File: config.mk
export PLATFORM = sky130hd
export DESIGN_NAME = lcgis_gate_input_select
export DESIGN_NICKNAME = d
export VERILOG_FILES = /design/src/rtl/lcgis_pkg.sv /design/src/rtl/lcgis_gate_or.sv /design/src/rtl/lcgis_gate_input_select.sv
export SDC_FILE = /design/constraint.sdc
export NUM_CORES = 1
export LEC_CHECK = 0
export ABC_AREA = 0
export BUFFER_PORTS_ARGS = -buffer_cell sky130_fd_sc_hd__buf_2
export CORE_MARGIN = 3
export CORE_UTILIZATION = 30
export DETAILED_ROUTE_END_ITERATION = 10
export PLACE_DENSITY = 0.52
export SYNTH_ARGS = -nofsm -noshare
export SYNTH_HDL_FRONTEND = slang
export SYNTH_SLANG_ARGS = --single-unit
File: constraint.sdc
create_clock -name ref_clk_in -period 4.3 [get_ports ref_clk_in]
set_clock_uncertainty 0.15 [all_clocks]
set_input_delay 0.645 -clock ref_clk_in [delete_from_list [all_inputs] [get_ports ref_clk_in]]
set_output_delay 0.645 -clock ref_clk_in [all_outputs]
set_load 0.02 [all_outputs]
File: src/rtl/lcgis_pkg.sv
// Constants, field layouts and types for the gate input selection block.
// Assumes a 32-bit Avalon-MM register bus with word-aligned byte addresses.
package lcgis_pkg;

  // Register byte offsets, one aligned word each
  localparam logic [4:0] LCGIS_OFS_DATA3_SEL = 5'h00;
  localparam logic [4:0] LCGIS_OFS_DATA4_SEL = 5'h04;
  localparam logic [4:0] LCGIS_OFS_GATE0_EN = 5'h08;
  localparam logic [4:0] LCGIS_OFS_GATE1_EN = 5'h0C;
  localparam logic [4:0] LCGIS_OFS_STATUS = 5'h10;

  // Bus geometry
  localparam int LCGIS_ADDR_WIDTH = 5;
  localparam int LCGIS_DATA_WIDTH = 32;
  localparam int LCGIS_BE_WIDTH = 4;

  // Source select field: bits 4..0, bits 7..5 unimplemented
  localparam int LCGIS_SEL_LSB = 0;
  localparam int LCGIS_SEL_WIDTH = 5;
  localparam int LCGIS_NUM_SOURCES = 32;

  // Gate enable layout: channel k (0 = first) owns bits 2k+1 (true) and 2k (inverted)
  localparam int LCGIS_NUM_CHANNELS = 4;
  localparam int LCGIS_EN_WIDTH = 8;
  localparam int LCGIS_EN_TRUE_OFS = 1;
  localparam int LCGIS_EN_INV_OFS = 0;
  localparam int LCGIS_NUM_GATES = 2;

  // Status layout: channel levels in 3..0, gate outputs in 5..4
  localparam int LCGIS_STAT_CHAN_LSB = 0;
  localparam int LCGIS_STAT_GATE_LSB = 4;

  // Reset values
  localparam logic [4:0] LCGIS_SEL_RESET = 5'h00;
  localparam logic [7:0] LCGIS_EN_RESET = 8'h00;
  localparam logic [31:0] LCGIS_RDATA_ZERO = 32'h0000_0000;

  // Decoded register selection
  typedef enum logic [2:0] {
    LCGIS_REG_DATA3_SEL,
    LCGIS_REG_DATA4_SEL,
    LCGIS_REG_GATE0_EN,
    LCGIS_REG_GATE1_EN,
    LCGIS_REG_STATUS,
    LCGIS_REG_NONE
  } lcgis_reg_type;

endpackage

File: src/rtl/lcgis_gate_or.sv
// One gate of the cell: ORs every enabled true or inverted channel form.
// Assumes channel levels are already in the ref_clk_in domain.
`timescale 1ns/1ns
module lcgis_gate_or #(
  parameter int NUM_CH = lcgis_pkg::LCGIS_NUM_CHANNELS
) (
  input wire logic ref_clk_in,
  input wire logic rst_in,
  input wire logic ce_in,
  input wire logic [2*NUM_CH-1:0] enable_in,
  input wire logic [NUM_CH-1:0] chan_in,
  output logic gate_out
);
  import lcgis_pkg::*;

  // A gate with no channel at all has nothing to combine
  generate
    if (NUM_CH < 1)
    begin : g_bad_param
      $error("lcgis_gate_or: NUM_CH must be at least one");
    end
  endgenerate

  // Both forms of every channel, laid out like the enable register
  logic [2*NUM_CH-1:0] forms;
  // Combined gate level before the output flop
  logic gate_next;

  // Pair each channel with its inverse in the enable bit order
  generate
    for (genvar k = 0; k < NUM_CH; k++)
    begin : g_form
      assign forms[2*k+LCGIS_EN_TRUE_OFS] = chan_in[k];
      assign forms[2*k+LCGIS_EN_INV_OFS] = ~chan_in[k];
    end
  endgenerate

  // Nothing enabled gives a constant low into the output flop
  assign gate_next = |(forms & enable_in);

  // Registered so the later stages see a glitch-free level
  always_ff @(posedge ref_clk_in)
  begin
    if (rst_in)
    begin
      gate_out <= 1'b0;
    end
    else if (ce_in)
    begin
      gate_out <= gate_next;
    end
  end

endmodule

File: src/rtl/lcgis_gate_input_select.sv
// Gate input selection for a configurable logic cell, with its registers.
// Assumes an Avalon-MM master on ref_clk_in, source pins from outside the
// clock domain, and channels 1 and 2 from logic on the same clock.
//
// Behaviour
// - Five-bit source select for channel three
// - Five-bit source select for channel four
// - Select bits seven to five read zero
// - Gate 0 bit 7 adds true channel four
// - Gate 0 bit 6 adds inverted channel four
// - Gate 0 bit 5 adds true channel three
// - Gate 0 bit 4 adds inverted channel three
// - Gate 0 bits 3,2 add channel two forms
// - Gate 0 bits 1,0 add channel one forms
// - Gate 1 register mirrors gate 0 layout
// - Implemented bits read and write; reset value open
//
// The implementer's own choices: the register addresses and the Avalon-MM interface to the registers.
`timescale 1ns/1ns
module lcgis_gate_input_select #(
  parameter int NUM_SOURCES = lcgis_pkg::LCGIS_NUM_SOURCES,
  parameter int SEL_WIDTH = lcgis_pkg::LCGIS_SEL_WIDTH
) (
  input wire logic ref_clk_in,
  input wire logic rst_in,
  input wire logic ce_in,
  input wire logic [lcgis_pkg::LCGIS_ADDR_WIDTH-1:0] avs_address_in,
  input wire logic avs_read_in,
  input wire logic avs_write_in,
  input wire logic [lcgis_pkg::LCGIS_DATA_WIDTH-1:0] avs_writedata_in,
  input wire logic [lcgis_pkg::LCGIS_BE_WIDTH-1:0] avs_byteenable_in,
  output logic [lcgis_pkg::LCGIS_DATA_WIDTH-1:0] avs_readdata_out,
  output logic avs_waitrequest_out,
  input wire logic [NUM_SOURCES-1:0] source_in,
  input wire logic cell_channel_1_signal_in,
  input wire logic cell_channel_2_signal_in,
  output logic cell_channel_3_signal_out,
  output logic cell_channel_4_signal_out,
  output logic gate0_out,
  output logic gate1_out
);
  import lcgis_pkg::*;

  // A select code must be able to reach every source, and no more than it can name
  generate
    if (NUM_SOURCES < 1 || NUM_SOURCES > (1 << SEL_WIDTH) || SEL_WIDTH > 8)
    begin : g_bad_param
      $error("lcgis: NUM_SOURCES does not fit the select width");
    end
  endgenerate

  // Source select registers, only the implemented low bits are stored
  logic [SEL_WIDTH-1:0] chan3_source_sel_reg;
  logic [SEL_WIDTH-1:0] chan4_source_sel_reg;
  // Gate enable registers, index 0 is gate 0
  logic [LCGIS_EN_WIDTH-1:0] gate_en_reg [LCGIS_NUM_GATES];
  // Two-stage synchroniser on the source pins
  logic [NUM_SOURCES-1:0] src_meta_reg;
  logic [NUM_SOURCES-1:0] src_sync_reg;
  // Selected channel levels
  logic chan3_reg;
  logic chan4_reg;
  // All four channels as one vector, first channel in bit 0
  logic [LCGIS_NUM_CHANNELS-1:0] chans;
  // Gate outputs from the gate flops
  logic [LCGIS_NUM_GATES-1:0] gates;
  // Bus handshake state
  logic ack_reg;
  logic req;
  logic take;
  logic [LCGIS_DATA_WIDTH-1:0] rdata_reg;
  logic [LCGIS_DATA_WIDTH-1:0] rdata_next;
  lcgis_reg_type sel_reg_hit;

  // Address decode, shared by the write and the read path
  function automatic lcgis_reg_type decode(input logic [LCGIS_ADDR_WIDTH-1:0] addr);
    lcgis_reg_type r;
    r = LCGIS_REG_NONE;
    unique case (addr)
      LCGIS_OFS_DATA3_SEL: r = LCGIS_REG_DATA3_SEL;
      LCGIS_OFS_DATA4_SEL: r = LCGIS_REG_DATA4_SEL;
      LCGIS_OFS_GATE0_EN: r = LCGIS_REG_GATE0_EN;
      LCGIS_OFS_GATE1_EN: r = LCGIS_REG_GATE1_EN;
      LCGIS_OFS_STATUS: r = LCGIS_REG_STATUS;
      // Any other word is unmapped
      default: r = LCGIS_REG_NONE;
    endcase
    return r;
  endfunction

  assign sel_reg_hit = decode(avs_address_in);

  // A request waits one cycle; the answer edge is the one after it.
  // Freezing the clock enable also holds off the answer.
  assign req = avs_read_in | avs_write_in;
  assign avs_waitrequest_out = req & ~(ack_reg & ce_in);
  assign take = req & ack_reg & ce_in;

  // Handshake phase: set on the first cycle of a request, cleared at the answer
  always_ff @(posedge ref_clk_in)
  begin
    if (rst_in)
    begin
      ack_reg <= 1'b0;
    end
    else if (ce_in)
    begin
      ack_reg <= req & ~ack_reg;
    end
  end

  // Read mux, only the low lane carries data and everything above reads zero
  always_comb
  begin
    rdata_next = LCGIS_RDATA_ZERO;
    unique case (sel_reg_hit)
      LCGIS_REG_DATA3_SEL:
      begin
        rdata_next[LCGIS_SEL_LSB +: SEL_WIDTH] = chan3_source_sel_reg;
      end
      LCGIS_REG_DATA4_SEL:
      begin
        rdata_next[LCGIS_SEL_LSB +: SEL_WIDTH] = chan4_source_sel_reg;
      end
      LCGIS_REG_GATE0_EN:
      begin
        rdata_next[LCGIS_EN_WIDTH-1:0] = gate_en_reg[0];
      end
      LCGIS_REG_GATE1_EN:
      begin
        rdata_next[LCGIS_EN_WIDTH-1:0] = gate_en_reg[1];
      end
      LCGIS_REG_STATUS:
      begin
        // Live view of what the gates are looking at
        rdata_next[LCGIS_STAT_CHAN_LSB +: LCGIS_NUM_CHANNELS] = chans;
        rdata_next[LCGIS_STAT_GATE_LSB +: LCGIS_NUM_GATES] = gates;
      end
      LCGIS_REG_NONE:
      begin
        // Unmapped words read as zero
        rdata_next = LCGIS_RDATA_ZERO;
      end
    endcase
  end

  // Read data are captured in the waiting cycle and stand at the answer edge
  always_ff @(posedge ref_clk_in)
  begin
    if (rst_in)
    begin
      rdata_reg <= LCGIS_RDATA_ZERO;
    end
    else if (ce_in && avs_read_in && !ack_reg)
    begin
      rdata_reg <= rdata_next;
    end
  end

  assign avs_readdata_out = rdata_reg;

  // Source select writes; upper bits of the lane are dropped on purpose
  always_ff @(posedge ref_clk_in)
  begin
    if (rst_in)
    begin
      // Software must not rely on this value, it only gives simulation a start
      chan3_source_sel_reg <= LCGIS_SEL_RESET[SEL_WIDTH-1:0];
      chan4_source_sel_reg <= LCGIS_SEL_RESET[SEL_WIDTH-1:0];
    end
    else if (take && avs_write_in && avs_byteenable_in[0])
    begin
      if (sel_reg_hit == LCGIS_REG_DATA3_SEL)
      begin
        chan3_source_sel_reg <= avs_writedata_in[LCGIS_SEL_LSB +: SEL_WIDTH];
      end
      if (sel_reg_hit == LCGIS_REG_DATA4_SEL)
      begin
        chan4_source_sel_reg <= avs_writedata_in[LCGIS_SEL_LSB +: SEL_WIDTH];
      end
    end
  end

  // Gate enable writes, both gates share one layout
  always_ff @(posedge ref_clk_in)
  begin
    if (rst_in)
    begin
      gate_en_reg[0] <= LCGIS_EN_RESET;
      gate_en_reg[1] <= LCGIS_EN_RESET;
    end
    else if (take && avs_write_in && avs_byteenable_in[0])
    begin
      if (sel_reg_hit == LCGIS_REG_GATE0_EN)
      begin
        gate_en_reg[0] <= avs_writedata_in[LCGIS_EN_WIDTH-1:0];
      end
      if (sel_reg_hit == LCGIS_REG_GATE1_EN)
      begin
        gate_en_reg[1] <= avs_writedata_in[LCGIS_EN_WIDTH-1:0];
      end
    end
  end

  // Pins come from another domain, so two flops before anything reads them
  always_ff @(posedge ref_clk_in)
  begin
    if (rst_in)
    begin
      src_meta_reg <= '0;
      src_sync_reg <= '0;
    end
    else if (ce_in)
    begin
      src_meta_reg <= source_in;
      src_sync_reg <= src_meta_reg;
    end
  end

  // Channel three and four source muxes; codes past NUM_SOURCES give low
  always_ff @(posedge ref_clk_in)
  begin
    if (rst_in)
    begin
      chan3_reg <= 1'b0;
      chan4_reg <= 1'b0;
    end
    else if (ce_in)
    begin
      chan3_reg <= (32'(chan3_source_sel_reg) < NUM_SOURCES) ?
        src_sync_reg[chan3_source_sel_reg] : 1'b0;
      chan4_reg <= (32'(chan4_source_sel_reg) < NUM_SOURCES) ?
        src_sync_reg[chan4_source_sel_reg] : 1'b0;
    end
  end

  assign chans = {chan4_reg, chan3_reg, cell_channel_2_signal_in, cell_channel_1_signal_in};
  assign cell_channel_3_signal_out = chan3_reg;
  assign cell_channel_4_signal_out = chan4_reg;

  // One OR gate per enable register; the flop sits inside the gate
  generate
    for (genvar g = 0; g < LCGIS_NUM_GATES; g++)
    begin : g_gate
      lcgis_gate_or #(
        .NUM_CH(LCGIS_NUM_CHANNELS)
      ) u_gate (
        .ref_clk_in(ref_clk_in),
        .rst_in(rst_in),
        .ce_in(ce_in),
        .enable_in(gate_en_reg[g]),
        .chan_in(chans),
        .gate_out(gates[g])
      );
    end
  endgenerate

  assign gate0_out = gates[0];
  assign gate1_out = gates[1];
endmodule

Word level (Yosys, flattened, before mapping)

Memories as Yosys holds them, arrays and structs flattened.
Index checks and enable logic that the tools add are counted.

Eq/ne operators: 9
$lt $le $gt $ge: 2
Reductions and logical operators: 11
Multiplexer cells: 20
Bitwise logic cells: 16

Operators with widths:

| operator                                                   | number |
|---|---|
| case mux 5 bit (6 select lines)                            | 1 |
| AND 8 bit                                                  | 2 |
| two-way mux 8 bit                                          | 2 |
| OR reduction 8 bit                                         | 2 |
| case mux 3 bit (5 select lines)                            | 1 |
| less-than comparator 5 x 6 -> 1 bit, second input constant | 2 |
| two-way mux 1 bit                                          | 12 |
| binary-select mux 1 bit (select 5 bit)                     | 2 |
| == test 5 x 4 -> 1 bit, second input constant              | 2 |
| == test 3 x 2 -> 1 bit, second input constant              | 2 |
| == test 3 bit, second input constant                       | 2 |
| NOT 1 bit                                                  | 6 |
| AND 1 bit                                                  | 5 |
| == test 5 x 3 -> 1 bit, second input constant              | 1 |
| == test 5 bit, second input constant                       | 1 |
| logical NOT 5 bit                                          | 1 |
| logical AND 1 bit                                          | 4 |
| case mux 2 bit (2 select lines)                            | 1 |
| AND reduction 2 bit                                        | 2 |
| == test 3 x 1 -> 1 bit, second input constant              | 1 |
| logical NOT 3 bit                                          | 1 |
| bitwise OR 1 bit                                           | 3 |
| case mux 1 bit (3 select lines)                            | 1 |
| logical NOT 1 bit                                          | 1 |

Memories kept: 1
Logic and storage cells: 69
Memory bits (writable): 16
Input bits: 80
Register bits: 87

Memories:

| memory      | depth | width | read ports | clocked after memory_dff | wr ports | line                          | source |
|---|---|---|---|---|---|---|---|
| gate_en_reg | 2     | 8     | 2          | 0                        | 2        | lcgis_gate_input_select.sv:56 | `logic [LCGIS_EN_WIDTH-1:0] gate_en_reg [LCGIS_NUM_GATES];` |

Depth between registers and ports, before layout

Gate-level depths: netlist of the first run.

Depth in word-level cells: 9
Mapped depth: 7
Depth with buffers taken out: 5

Modules after synthesis

From an unflattened synthesis of the first run, not the netlist that was laid out.

Cells, all modules: 474
Area, all modules: 4,847.1 um2

Modules (own cells, without submodules):

| module                  | area an instance (um2) | sequential area each (um2) | cells an instance | times used |
|---|---|---|---|---|
| lcgis_gate_input_select | 4,677.0                | 2,182.1                    | 458               | 1 |
| lcgis_gate_or           | 85.1                   | 20.0                       | 8                 | 2 |

Worst setup path before layout of the first run

Ideal clock, no wire load.

Path type: input port to output port
Start point: input port ce_in
End point: output port avs_waitrequest_out
Stages: 4
Buffers on the path: 3
Arrival time: 1,498 ps
Data required time: 3,505 ps
Setup slack: 2,007 ps
Cell sequence: clkbuf_1 clkbuf_1 buf_2 a21oi_1

Word-level cells in the longest chain between the ends: 3

RTL lines:

| element            | line                          | source |
|---|---|---|
| start: declaration | lcgis_gate_input_select.sv:26 | `input wire logic ce_in,` |
| AND 1 bit          | lcgis_gate_input_select.sv:96 | `assign avs_waitrequest_out = req & ~(ack_reg & ce_in);` |
| NOT 1 bit          | lcgis_gate_input_select.sv:96 |  |
| AND 1 bit          | lcgis_gate_input_select.sv:96 |  |
| end: declaration   | lcgis_gate_input_select.sv:33 | `output logic avs_waitrequest_out,` |

Every way passes these cells.

Worst setup path in the final report of the first run

Start point: register chan3_source_sel_reg[0]
End point: register chan3_reg (netlist: cell_channel_3_signal_out)

Word-level cells in the longest chain between the ends: 2

RTL lines:

| element                                 | line                           | source |
|---|---|---|
| start: declaration                      | lcgis_gate_input_select.sv:53  | `logic [SEL_WIDTH-1:0] chan3_source_sel_reg;` |
| start signal: assignment                | lcgis_gate_input_select.sv:168 | `chan3_source_sel_reg <= LCGIS_SEL_RESET[SEL_WIDTH-1:0];` |
| start signal: assignment                | lcgis_gate_input_select.sv:175 | `chan3_source_sel_reg <= avs_writedata_in[LCGIS_SEL_LSB +: SEL_WIDTH];` |
| binary-select mux 1 bit (select 5 bit)  | lcgis_gate_input_select.sv:231 | `src_sync_reg[chan3_source_sel_reg] : 1'b0;` |
| two-way mux 1 bit (implied by the code) | lcgis_gate_input_select.sv:231 |  |
| end signal: assignment                  | lcgis_gate_input_select.sv:230 | `chan3_reg <= (32'(chan3_source_sel_reg) < NUM_SOURCES) ?` |
| end: declaration                        | lcgis_gate_input_select.sv:61  | `logic chan3_reg;` |

Every way passes these cells. The select of a mux whose other input is x is not followed.
A chain may end at the register's enable or synchronous reset.

==> results of run 1 <==
==> worst max-delay path, cell delays in order (launching register included) <==
cell and delay (ps):
dfxtp_1 980, mux2i_1 220, a211oi_1 290, nand3_1 110, and3_1 190, a311oi_1 250
==> how the worst max path moves through the flow <==
| stage | slack (ps) | cells after the start | to | startpoint |
|---|---|---|---|---|
| 2_1_floorplan | 2010 | 4 | avs_waitrequest_out | ce_in |
| 3_3_place_gp | 1860 | 4 | gate_en_reg[0][11] | avs_address_in[4] |
| 3_5_place_dp | 1890 | 4 | gate_en_reg[0][11] | avs_address_in[4] |
| 4_1_cts | 1990 | 5 | cell_channel_3_signal_out | chan3_source_sel_reg[0] |
| 5_1_grt | 1870 | 5 | cell_channel_3_signal_out | chan3_source_sel_reg[0] |
| 6_report | 2030 | 5 | cell_channel_3_signal_out | chan3_source_sel_reg[0] |
==> stage by stage <==
step | instance area [um2] | util | total power, mW
final | 5470 | 0.356 | 2.08
after global routing | 5470 | 0.356 | 2.18
after CTS | 5470 | 0.356 | 2.12
after detailed placement | 5150 | 0.335 | 1.25
after floorplan | 4850 | - | 1.20
after global placement | 5150 | 0.335 | 1.25
==> Yosys cell counts (all sizes together) <==
cell / number
mux2i: 115
nor2: 93
dfxtp: 87
buf: 38
nand2: 22
edfxtp: 16
a21oi: 12
clkbuf: 12
and2: 10
nand2b: 9
nand3: 9
a22oi: 8
a211o: 5
a222oi: 5
and3: 5
nor3: 5
nor2b: 4
a211oi: 3
a221oi: 3
a311oi: 3
a21o: 2
and3b: 2
a41o: 1
and4: 1
and4bb: 1
conb: 1
inv: 1
nand3b: 1
nand4: 1
nor4: 1
==> cell families after synthesis <==
group           count (synthesis)
buf+inv                        51
flops                         103
mux                           115
simple gates                  164
compound gates                 42
other cells                     1
==> cell type report <==
type | count | area [um2]
clock buffer | 12 | 268
clock inverter | 4 | 51.3
fill | 1565 | 9910
inverter | 1 | 3.75
multi-input combinational | 345 | 2310
sequential | 103 | 2220
tap | 211 | 264
timing repair buffer | 67 | 343
==> power groups by stage <==
stage	Combinational, mW	Sequential (mW)	Clock, mW
2_1_floorplan	0.139	1.06	0
3_3_place_gp	0.181	1.07	0
3_5_place_dp	0.184	1.07	0
4_1_cts	0.185	1.04	0.893
5_1_grt	0.205	1.05	0.928
6_report	0.182	1.04	0.856
==> routing by layer <==
layer | GRT usage | vias up | wire length, um
met5 | 0 | - | 0
met4 | 0.0496 | 0 | 186
met3 | 0.0389 | 16 | 628
met2 | 0.190 | 85 | 4820
met1 | 0.172 | 1567 | 5140
li1 | - | 1732 | -
==> flow_summary.json, run 1 <==
{
  "detailedPlace.worstSlack_ps": 1890,
  "grt_setup_unrepaired": "no",
  "number_of_design_rule_violations_left_after_detail_routing": 0,
  "muxShareOfSynthArea": 0.242,
  "crit_required_ps": 4410,
  "cts_tree": "yes",
  "ir_drop_uv": 166,
  "p_int_mw": 1.59,
  "dp_cells": 727,
  "die_span_x_um": 132,
  "ctsHoldBuffers": 0,
  "arrival_ps": 2380,
  "final-instance-count-excl-fill": 743,
  "detailroute.via_count": 3400,
  "finalMaxSlewViolations": 0,
  "root_buffer": "clkbuf_16",
  "synth.lib_cells_used.distinct": 35,
  "synth.top_cell.area_share": 0.366,
  "timing.setup.tns_ps": 0,
  "worstHoldStart": "avs_readdata_out[1]",
  "worstReg2RegEnd": "cell_channel_3_signal_out",
  "switching_share": 0.235,
  "drive_above_1_share": 0.162,
  "post_synth_and_or_nand_nor_area_fraction": 0.159,
  "fp-row-count": 45,
  "timing.final.setup_violations": 0,
  "comb_power_share": 0.087,
  "ys_ff_latch": 103,
  "clk_pin_slew_worst_paths_ps": 70,
  "firstDrtPassIters": 5,
  "syn2layout_area_growth_pct": 14.7,
  "max-slew-margin-rel": 0.334,
  "antenna-diode-count": 0,
  "worstHoldPathType": "reg2reg",
  "pin_count_of_the_biggest_net_entering_global_routing": 61,
  "share_of_synthesized_area_occupied_by_flip_flops_and_latches": 0.467,
  "via_count_of_the_first_global_routing_pass": 3342,
  "ant_nets": 0,
  "design.portCount": 117,
  "synth.area.top_cells": "dfxtp_1, mux2i_1, edfxtp_1",
  "finalCritPeriodShare": 0.529,
  "outcome": "completed",
  "hold_end": "avs_readdata_out[1]",
  "worst_r2r_startpoint": "chan3_source_sel_reg[0]",
  "reg2reg_setup_slack_ps": 2030,
  "max_cap_viol_count": 0,
  "layout.cells.most_common_list": "mux2i_1, nor2_1, dfxtp_1",
  "hold_path_stages": 2,
  "wire_length_per_cell_after_detailed_routing_um": 14.5,
  "placement.io_buffers": 65,
  "clock_sink_count": 103,
  "crit_start_category": "flip-flop",
  "path_max_fanout": 18,
  "h-tree-depth": 3,
  "netlist_instances": 476,
  "clock_path_buffers": 2,
  "synth_fa_ha_area_frac": 0,
  "combinational_family_with_the_most_area_after_synthesis": "multiplexers",
  "place.gp.congestion": 0.843,
  "power.leakage_nw": 2.30,
  "die-height_um": 132,
  "cell_area_after_synthesis_um2": 4760,
  "finalHoldViolCount": 0,
  "ys_warn_count": 0,
  "post_drt_via_cell_ratio": 4.58,
  "grt_usage": 0.127,
  "timing.critical_path.to_type": "flip-flop",
  "seq_power_share": 0.501,
  "post_cts_resize_count": 0,
  "pwr_density_cell_nw_per_um2": 381,
  "synth-compound-area-share": 0.0659,
  "final_period_minus_worst_setup_slack_ps": 2270,
  "fp.dieArea_um2": 17400,
  "initial_utilization": 0.310,
  "timing.reg2reg.worst_path_depth": 5,
  "core_area_um2": 15400,
  "max_freq_mhz": 440,
  "grt_antenna_before_repair": 0,
  "clk-insertion-delay-late_ps": 350,
  "dp.final_hpwl_um": 7900,
  "yosys.area.top_type": "dfxtp_1",
  "detailedRoute.firstIterationViolations": 235,
  "max_slew.worst_pin.slew_ps": 998,
  "layout.cells.most_common": "mux2i_1",
  "synth-xor-area-share": 0,
  "cts.repair_timing.setup_buffer_count": 0,
  "global_route.overflow_total": 0,
  "cts_inserted_buffers": 9,
  "synth.avg_cell_area_um2": 10.0,
  "power.share.clock": 0.411,
  "route.final.wire_length_um": 10800,
  "finalWorstSetupSlack_ps": 2030,
  "num-nets-final": 607,
  "crit_type": "reg2reg",
  "holdWs_ps": 298,
  "wire_length_of_the_first_global_routing_pass_um": 17800,
  "total_switching_power_mw": 0.490
}
No activity file was read; power rests on OpenSTA's default activity.
==> run 2, diff against run 1 <==
--- a/config.mk
+++ b/config.mk
@@ -5,7 +5,7 @@
 export SDC_FILE = /design/constraint.sdc
 export NUM_CORES = 1
 export LEC_CHECK = 0
-export ABC_AREA = 0
+export ABC_AREA = 1
 export BUFFER_PORTS_ARGS = -buffer_cell sky130_fd_sc_hd__buf_2
 export CORE_MARGIN = 3
 export CORE_UTILIZATION = 30
==> constraint.sdc (replaced) <==
create_clock -name ref_clk_in -period 2.24 [get_ports ref_clk_in]
set_clock_uncertainty 0.15 [all_clocks]
set_input_delay 0.336 -clock ref_clk_in [delete_from_list [all_inputs] [get_ports ref_clk_in]]
set_output_delay 0.336 -clock ref_clk_in [all_outputs]
set_load 0.02 [all_outputs]
==> run 2 against run 1 <==
Against the previous run:
- via count grew 27%
- routed wire length grew 13%
- largest power group unchanged
- combinational power grew 120%
- sequential power grew 96%
==> flow_summary.json, run 2 <==
{
  "worstHoldPathType": "in2reg",
  "clk_pin_slew_worst_paths_ps": 70,
  "worst_path_dominant_cell_family": "flip-flops",
  "cell_area_after_synthesis_um2": 4770,
  "grt_usage": 0.140,
  "synthArstFlopShare": 0,
  "layout.cells.most_common_list": "nor2_1, nand2_1, o21ai_0",
  "crit_required_ps": 2150,
  "max_slew.worst_pin.slew_ps": 628,
  "timing.critical_path.to_type": "flip-flop",
  "slowest_delay_ps": 360,
  "fp.dieArea_um2": 17500,
  "placement.io_buffers": 65,
  "nFillCells": 1655,
  "multiInputGateArea_um2": 2150,
  "via_count_of_the_first_global_routing_pass": 4137,
  "initial_utilization": 0.311,
  "timing.setup.tns_ps": 0,
  "detailroute.via_count": 4334,
  "ys_ff_latch": 103,
  "crit_start_category": "flip-flop",
  "synth_most_common_cell": "nor2_1",
  "regArea_um2": 2220,
  "grt_antenna_before_repair": 0,
  "clk-insertion-delay-late_ps": 350,
  "place.gp.congestion": 0.841,
  "post_synth_most_frequent_cells": "nor2_1, nand2_1, o21ai_0",
  "cts.repair_timing.setup_buffer_count": 0,
  "finalMaxSlewViolations": 0,
  "grt_setup_unrepaired": "no",
  "synth.top_cell.area_share": 0.365,
  "cts_inserted_buffers": 9,
  "power.leakage_nw": 2.39,
  "max-slew-margin-rel": 0.582,
  "antenna-diode-count": 0,
  "ant_nets": 0,
  "critical_path.slowest_cell": "dfxtp_1",
  "number_of_design_rule_violations_left_after_detail_routing": 0,
  "synth.area.top_cells": "dfxtp_1, nor2_1, edfxtp_1",
  "wire_length_of_the_first_global_routing_pass_um": 20000,
  "final_period_minus_worst_setup_slack_ps": 1590,
  "h-tree-depth": 3,
  "outcome": "completed",
  "root_buffer": "clkbuf_16",
  "place_area_um2": 5200,
  "detailedRoute.firstIterationViolations": 220,
  "worstHoldStart": "source_in[2]",
  "timing.final.setup_violations": 0,
  "utilization": 0.356,
  "pwr_density_cell_nw_per_um2": 708,
  "max_freq_mhz": 628,
  "synth_ff_type": "dfxtp_1",
  "die-height_um": 132,
  "global_route.overflow_total": 0,
  "share_of_synthesized_area_occupied_by_flip_flops_and_latches": 0.466,
  "num-nets-final": 784,
  "finalCritPeriodShare": 0.711,
  "arrival_ps": 1500,
  "path_max_fanout": 6,
  "post_drt_via_cell_ratio": 4.71,
  "max_cap_viol_count": 0,
  "ys_warn_count": 0,
  "synth.lib_cells_used.distinct": 31,
  "crit_type": "reg2reg",
  "clock_sink_count": 103,
  "netlist_instances": 649,
  "post_cts_resize_count": 0,
  "worst_r2r_startpoint": "ack_reg",
  "firstDrtPassIters": 5,
  "fp-row-count": 45,
  "layout.cells.most_common": "nor2_1",
  "finalInstanceArea_um2": 5470,
  "pin_count_of_the_biggest_net_entering_global_routing": 71,
  "route.final.wire_length_um": 12200,
  "dp.final_hpwl_um": 8530,
  "synth.avg_cell_area_um2": 7.35,
  "ctsHoldBuffers": 0,
  "cts_tree": "yes",
  "dp_cells": 904,
  "drive_above_1_share": 0.152,
  "core_area_um2": 15400,
  "ir_drop_uv": 366,
  "final-instance-count-excl-fill": 920,
  "worstPathCellList": "nand2_1 -> inv_2 -> nand3_4 -> o21ai_0 -> buf_4",
  "clock_path_buffers": 2,
  "yosys.area.top_type": "dfxtp_1",
  "design.portCount": 117,
  "synth_edf_count": 16,
  "finalHoldViolCount": 0,
  "cp-startpoint": "ack_reg",
  "wire_length_per_cell_after_detailed_routing_um": 13.2,
  "die_span_x_um": 132,
  "syn2layout_area_growth_pct": 14.5,
  "critPathBufInv": 2
}
run 2: cell types whose count changed after synthesis, moves of 10 or more:
cell,before,now
and2_1,10,0
nand3_1,9,58
mux2i_1,115,3
nand2_1,22,110
inv_1,1,29
nor2_1,93,145
o21ai_0,0,89
run 2: cell type report:
class	count	share of cell area
sequential	103	0.407
multi-input combinational	477	0.393
timing repair buffer	77	0.0783
tap	211	0.0483
clock buffer	12	0.0433
inverter	36	0.0252
clock inverter	4	0.00527
run 2: power breakdown:
part           leakage (nW)  switching [mW]  internal [mW]  total, mW
clock                 0.132           0.676          0.762       1.44
combinational          1.37           0.255          0.138      0.393
sequential            0.882          0.0629           1.97       2.04
run 2: logic make-up after synthesis:
kind of cell    Yosys count  synth area share
simple gates            325             0.287
other cells               1          0.000786
mux                       3           0.00629
buf+inv                  92             0.102
flops                   103             0.466
compound gates          125             0.138
run 2: per-layer routing:
metal	vias to the layer above	track usage	share of wire
li1	2187	-	-
met1	1993	0.189	0.48
met5	-	0	0
met2	130	0.217	0.45
met4	0	0.0712	0.022
met3	24	0.0214	0.045
run 2: final timing paths:
check / end / slack (ps) / depth (start not counted)
max: gate_en_reg[0][1] / 650 / 5
min: src_meta_reg[2] / 60 / 3
max reg2reg: gate_en_reg[0][1] / 650 / 5
min reg2reg: avs_readdata_out[2] / 320 / 2
run 2: metrics by stage:
stage,setup WS [ps],power (mW),hold slack [ps]
final,648,3.87,55.9
after global routing,499,4.06,56.4
after CTS,621,3.92,45.2
after detailed placement,472,2.47,310
after global placement,457,2.46,307
after floorplan,320,2.36,255
run 2: tightest hold or removal path: cells and delay by family:
kind | cells | cell delay (ps)
simple gates | 2 | 110
buf+inv | 1 | 70
==> run 3, diff against run 2 <==
--- a/config.mk
+++ b/config.mk
@@ -5,7 +5,7 @@
 export SDC_FILE = /design/constraint.sdc
 export NUM_CORES = 1
 export LEC_CHECK = 0
-export ABC_AREA = 1
+export ABC_AREA = 0
 export BUFFER_PORTS_ARGS = -buffer_cell sky130_fd_sc_hd__buf_2
 export CORE_MARGIN = 3
 export CORE_UTILIZATION = 30
==> constraint.sdc (replaced) <==
create_clock -name ref_clk_in -period 1.5 [get_ports ref_clk_in]
set_clock_uncertainty 0.15 [all_clocks]
set_input_delay 0.225 -clock ref_clk_in [delete_from_list [all_inputs] [get_ports ref_clk_in]]
set_output_delay 0.225 -clock ref_clk_in [all_outputs]
set_load 0.02 [all_outputs]
==> run 3 against run 2 <==
Against the previous run:
- the flow now finishes with violations (setup timing)
- count of clock-buffer cells in the layout unchanged
- cell count shrank 12%
- via count shrank 15%
- flip-flop and latch count is the same
- maximum frequency up 1.1%
- sequential share of layout area fell by 4.5 points
- critical path type unchanged
- largest power group unchanged
- highest routed layer unchanged
==> flow_summary.json, run 3 (synthesis results as in run 1) <==
{
  "outcome": "finished, violations left",
  "violations": "setup timing",
  "root_buffer": "clkbuf_16",
  "crit_type": "reg2reg",
  "max_cap_viol_count": 0,
  "seq_power_share": 0.505,
  "timing.setup.tns_ps": -124,
  "clk_pin_slew_worst_paths_ps": 70,
  "post_drt_via_cell_ratio": 4.54,
  "crit_required_ps": 1610,
  "p_int_mw": 4.49,
  "pin_count_of_the_biggest_net_entering_global_routing": 81,
  "nFillCells": 1544,
  "critPathBufInv": 1,
  "finalHoldViolCount": 0,
  "ir_drop_uv": 544,
  "drive_above_1_share": 0.234,
  "wire_length_per_cell_after_detailed_routing_um": 14.3,
  "dp.final_hpwl_um": 8620,
  "slowest_delay_ps": 330,
  "wire_length_of_the_first_global_routing_pass_um": 18900,
  "holdWs_ps": 4.15,
  "clk-insertion-delay-late_ps": 350,
  "path_max_fanout": 13,
  "finalWorstSetupSlack_ps": -73.9,
  "grt_antenna_before_repair": 0,
  "detailedRoute.firstIterationViolations": 173,
  "fp-row-count": 45,
  "timing.reg2reg.worst_path_depth": 6,
  "final_period_minus_worst_setup_slack_ps": 1570,
  "pwr_density_cell_nw_per_um2": 961,
  "layout.cells.most_common_list": "mux2i_1, nor2_1, dfxtp_1",
  "initial_utilization": 0.310,
  "worstHoldStart": "source_in[8]",
  "cts_tree": "yes",
  "timing.critical_path.to_type": "flip-flop",
  "timing.final.setup_violations": 2,
  "clock_path_buffers": 2,
  "total_switching_power_mw": 1.44,
  "layout.cells.most_common": "mux2i_1",
  "power.total_mw": 5.93,
  "global_route.overflow_total": 0,
  "worstHoldPathType": "in2reg",
  "fp.dieArea_um2": 17400,
  "crit_start_category": "flip-flop",
  "grt_setup_unrepaired": "yes",
  "max_freq_mhz": 635,
  "worstReg2RegEnd": "cell_channel_3_signal_out",
  "cp_num_cells": 6,
  "h-tree-depth": 3,
  "worst_r2r_startpoint": "chan3_source_sel_reg[0]",
  "finalCritPeriodShare": 1.05,
  "design.portCount": 117,
  "place.gp.congestion": 0.826,
  "ant_nets": 0,
  "num-nets-final": 673,
  "comb_power_share": 0.109,
  "worstPathCellList": "buf_12 -> mux2i_1 -> a211oi_2 -> nand3_1 -> and3_1 -> a311oi_1",
  "final-instance-count-excl-fill": 809,
  "dp_cells": 762,
  "number_of_design_rule_violations_left_after_detail_routing": 0,
  "finalMaxSlewViolations": 0,
  "switching_share": 0.243,
  "firstDrtPassIters": 4,
  "reg2reg_setup_slack_ps": -70,
  "critical_path.slowest_cell": "dfxtp_2",
  "worst_path_dominant_cell_family": "compound AO/OA/AOI/OAI gates",
  "hold_path_stages": 3,
  "syn2layout_area_growth_pct": 29.4,
  "core_area_um2": 15400,
  "route.final.wire_length_um": 11600,
  "die-height_um": 132,
  "detailroute.via_count": 3669,
  "power.share.clock": 0.386,
  "clock_sink_count": 103,
  "arrival_ps": 1690,
  "power.leakage_nw": 2.64,
  "placement.io_buffers": 65,
  "cts_inserted_buffers": 9,
  "antenna-diode-count": 0,
  "grt_usage": 0.134,
  "via_count_of_the_first_global_routing_pass": 3619,
  "cts.repair_timing.setup_buffer_count": 0,
  "hold_end": "src_meta_reg[8]",
  "die_span_x_um": 132,
  "utilization": 0.401
}
run 3: cell count changes in the layout (fill, tap and decap cells not counted), sizes merged, moves of 8 or more:
cell / before / now
a22oi: 0 / 8
nand2: 110 / 22
mux2i: 3 / 115
nand3: 61 / 9
a21oi: 22 / 12
dlygate4sd3: 0 / 31
buf: 77 / 102
o21ai: 94 / 0
nand2b: 0 / 9
inv: 37 / 2
and2: 0 / 10
nor2: 151 / 93
run 3: worst reg2reg max path: stages (launching register included):
cell,delay (ps)
dfxtp_2,330
buf_12,150
mux2i_1,160
a211oi_2,190
nand3_1,90
and3_1,190
a311oi_1,230
run 3: timing repair:
item	in CTS	in global routing
endpoints found under the hold margin	31	0
pin swaps	7	9
hold buffers	31	0
resized for setup	9	16
setup endpoints to repair	20	49
run 3: final cells by class:
type	instances	area [um2]	share of cell area
clock buffers	12	268	0.0434
flip-flops and latches	103	2230	0.362
repair buffers	133	1010	0.164
well taps	211	264	0.0428
inverters	1	3.75	0.000609
clock inverters	4	26.3	0.00426
multi-input cells	345	2360	0.384
run 3: layer usage:
| metal | vias up | wire length [um] | GRT usage |
|---|---|---|---|
| li1 | 1862 | - | - |
| met1 | 1711 | 5500 | 0.180 |
| met2 | 86 | 5310 | 0.216 |
| met3 | 10 | 607 | 0.0260 |
| met4 | 0 | 163 | 0.0473 |
| met5 | - | 0 | 0 |
run 3: how the worst max path moves through the flow:
stage	from	endpoint	slack, ps
final	chan3_source_sel_reg[0]	cell_channel_3_signal_out	-70
after global placement	avs_address_in[4]	avs_readdata_out[3]	-220
after CTS	chan3_source_sel_reg[0]	cell_channel_3_signal_out	-110
after global routing	chan3_source_sel_reg[0]	cell_channel_3_signal_out	-190
after floorplan	chan4_source_sel_reg[0]	cell_channel_4_signal_out	-5
after detailed placement	avs_address_in[4]	avs_readdata_out[3]	-240
run 3: power groups by stage:
stage | logic (mW) | registers, mW | clock network [mW]
2_1_floorplan | 0.401 | 3.04 | 0
3_3_place_gp | 0.571 | 3.05 | 0
3_5_place_dp | 0.580 | 3.06 | 0
4_1_cts | 0.647 | 2.99 | 2.36
5_1_grt | 0.710 | 3.01 | 2.47
6_report | 0.645 | 2.99 | 2.29
run 3: through the flow:
stage | worst slack [ps] | area (um2)
detailed placement | -240 | 5490
global route | -189 | 6160
floorplan | -5.04 | 4870
CTS | -109 | 6120
global placement | -219 | 5490
finish | -73.9 | 6160
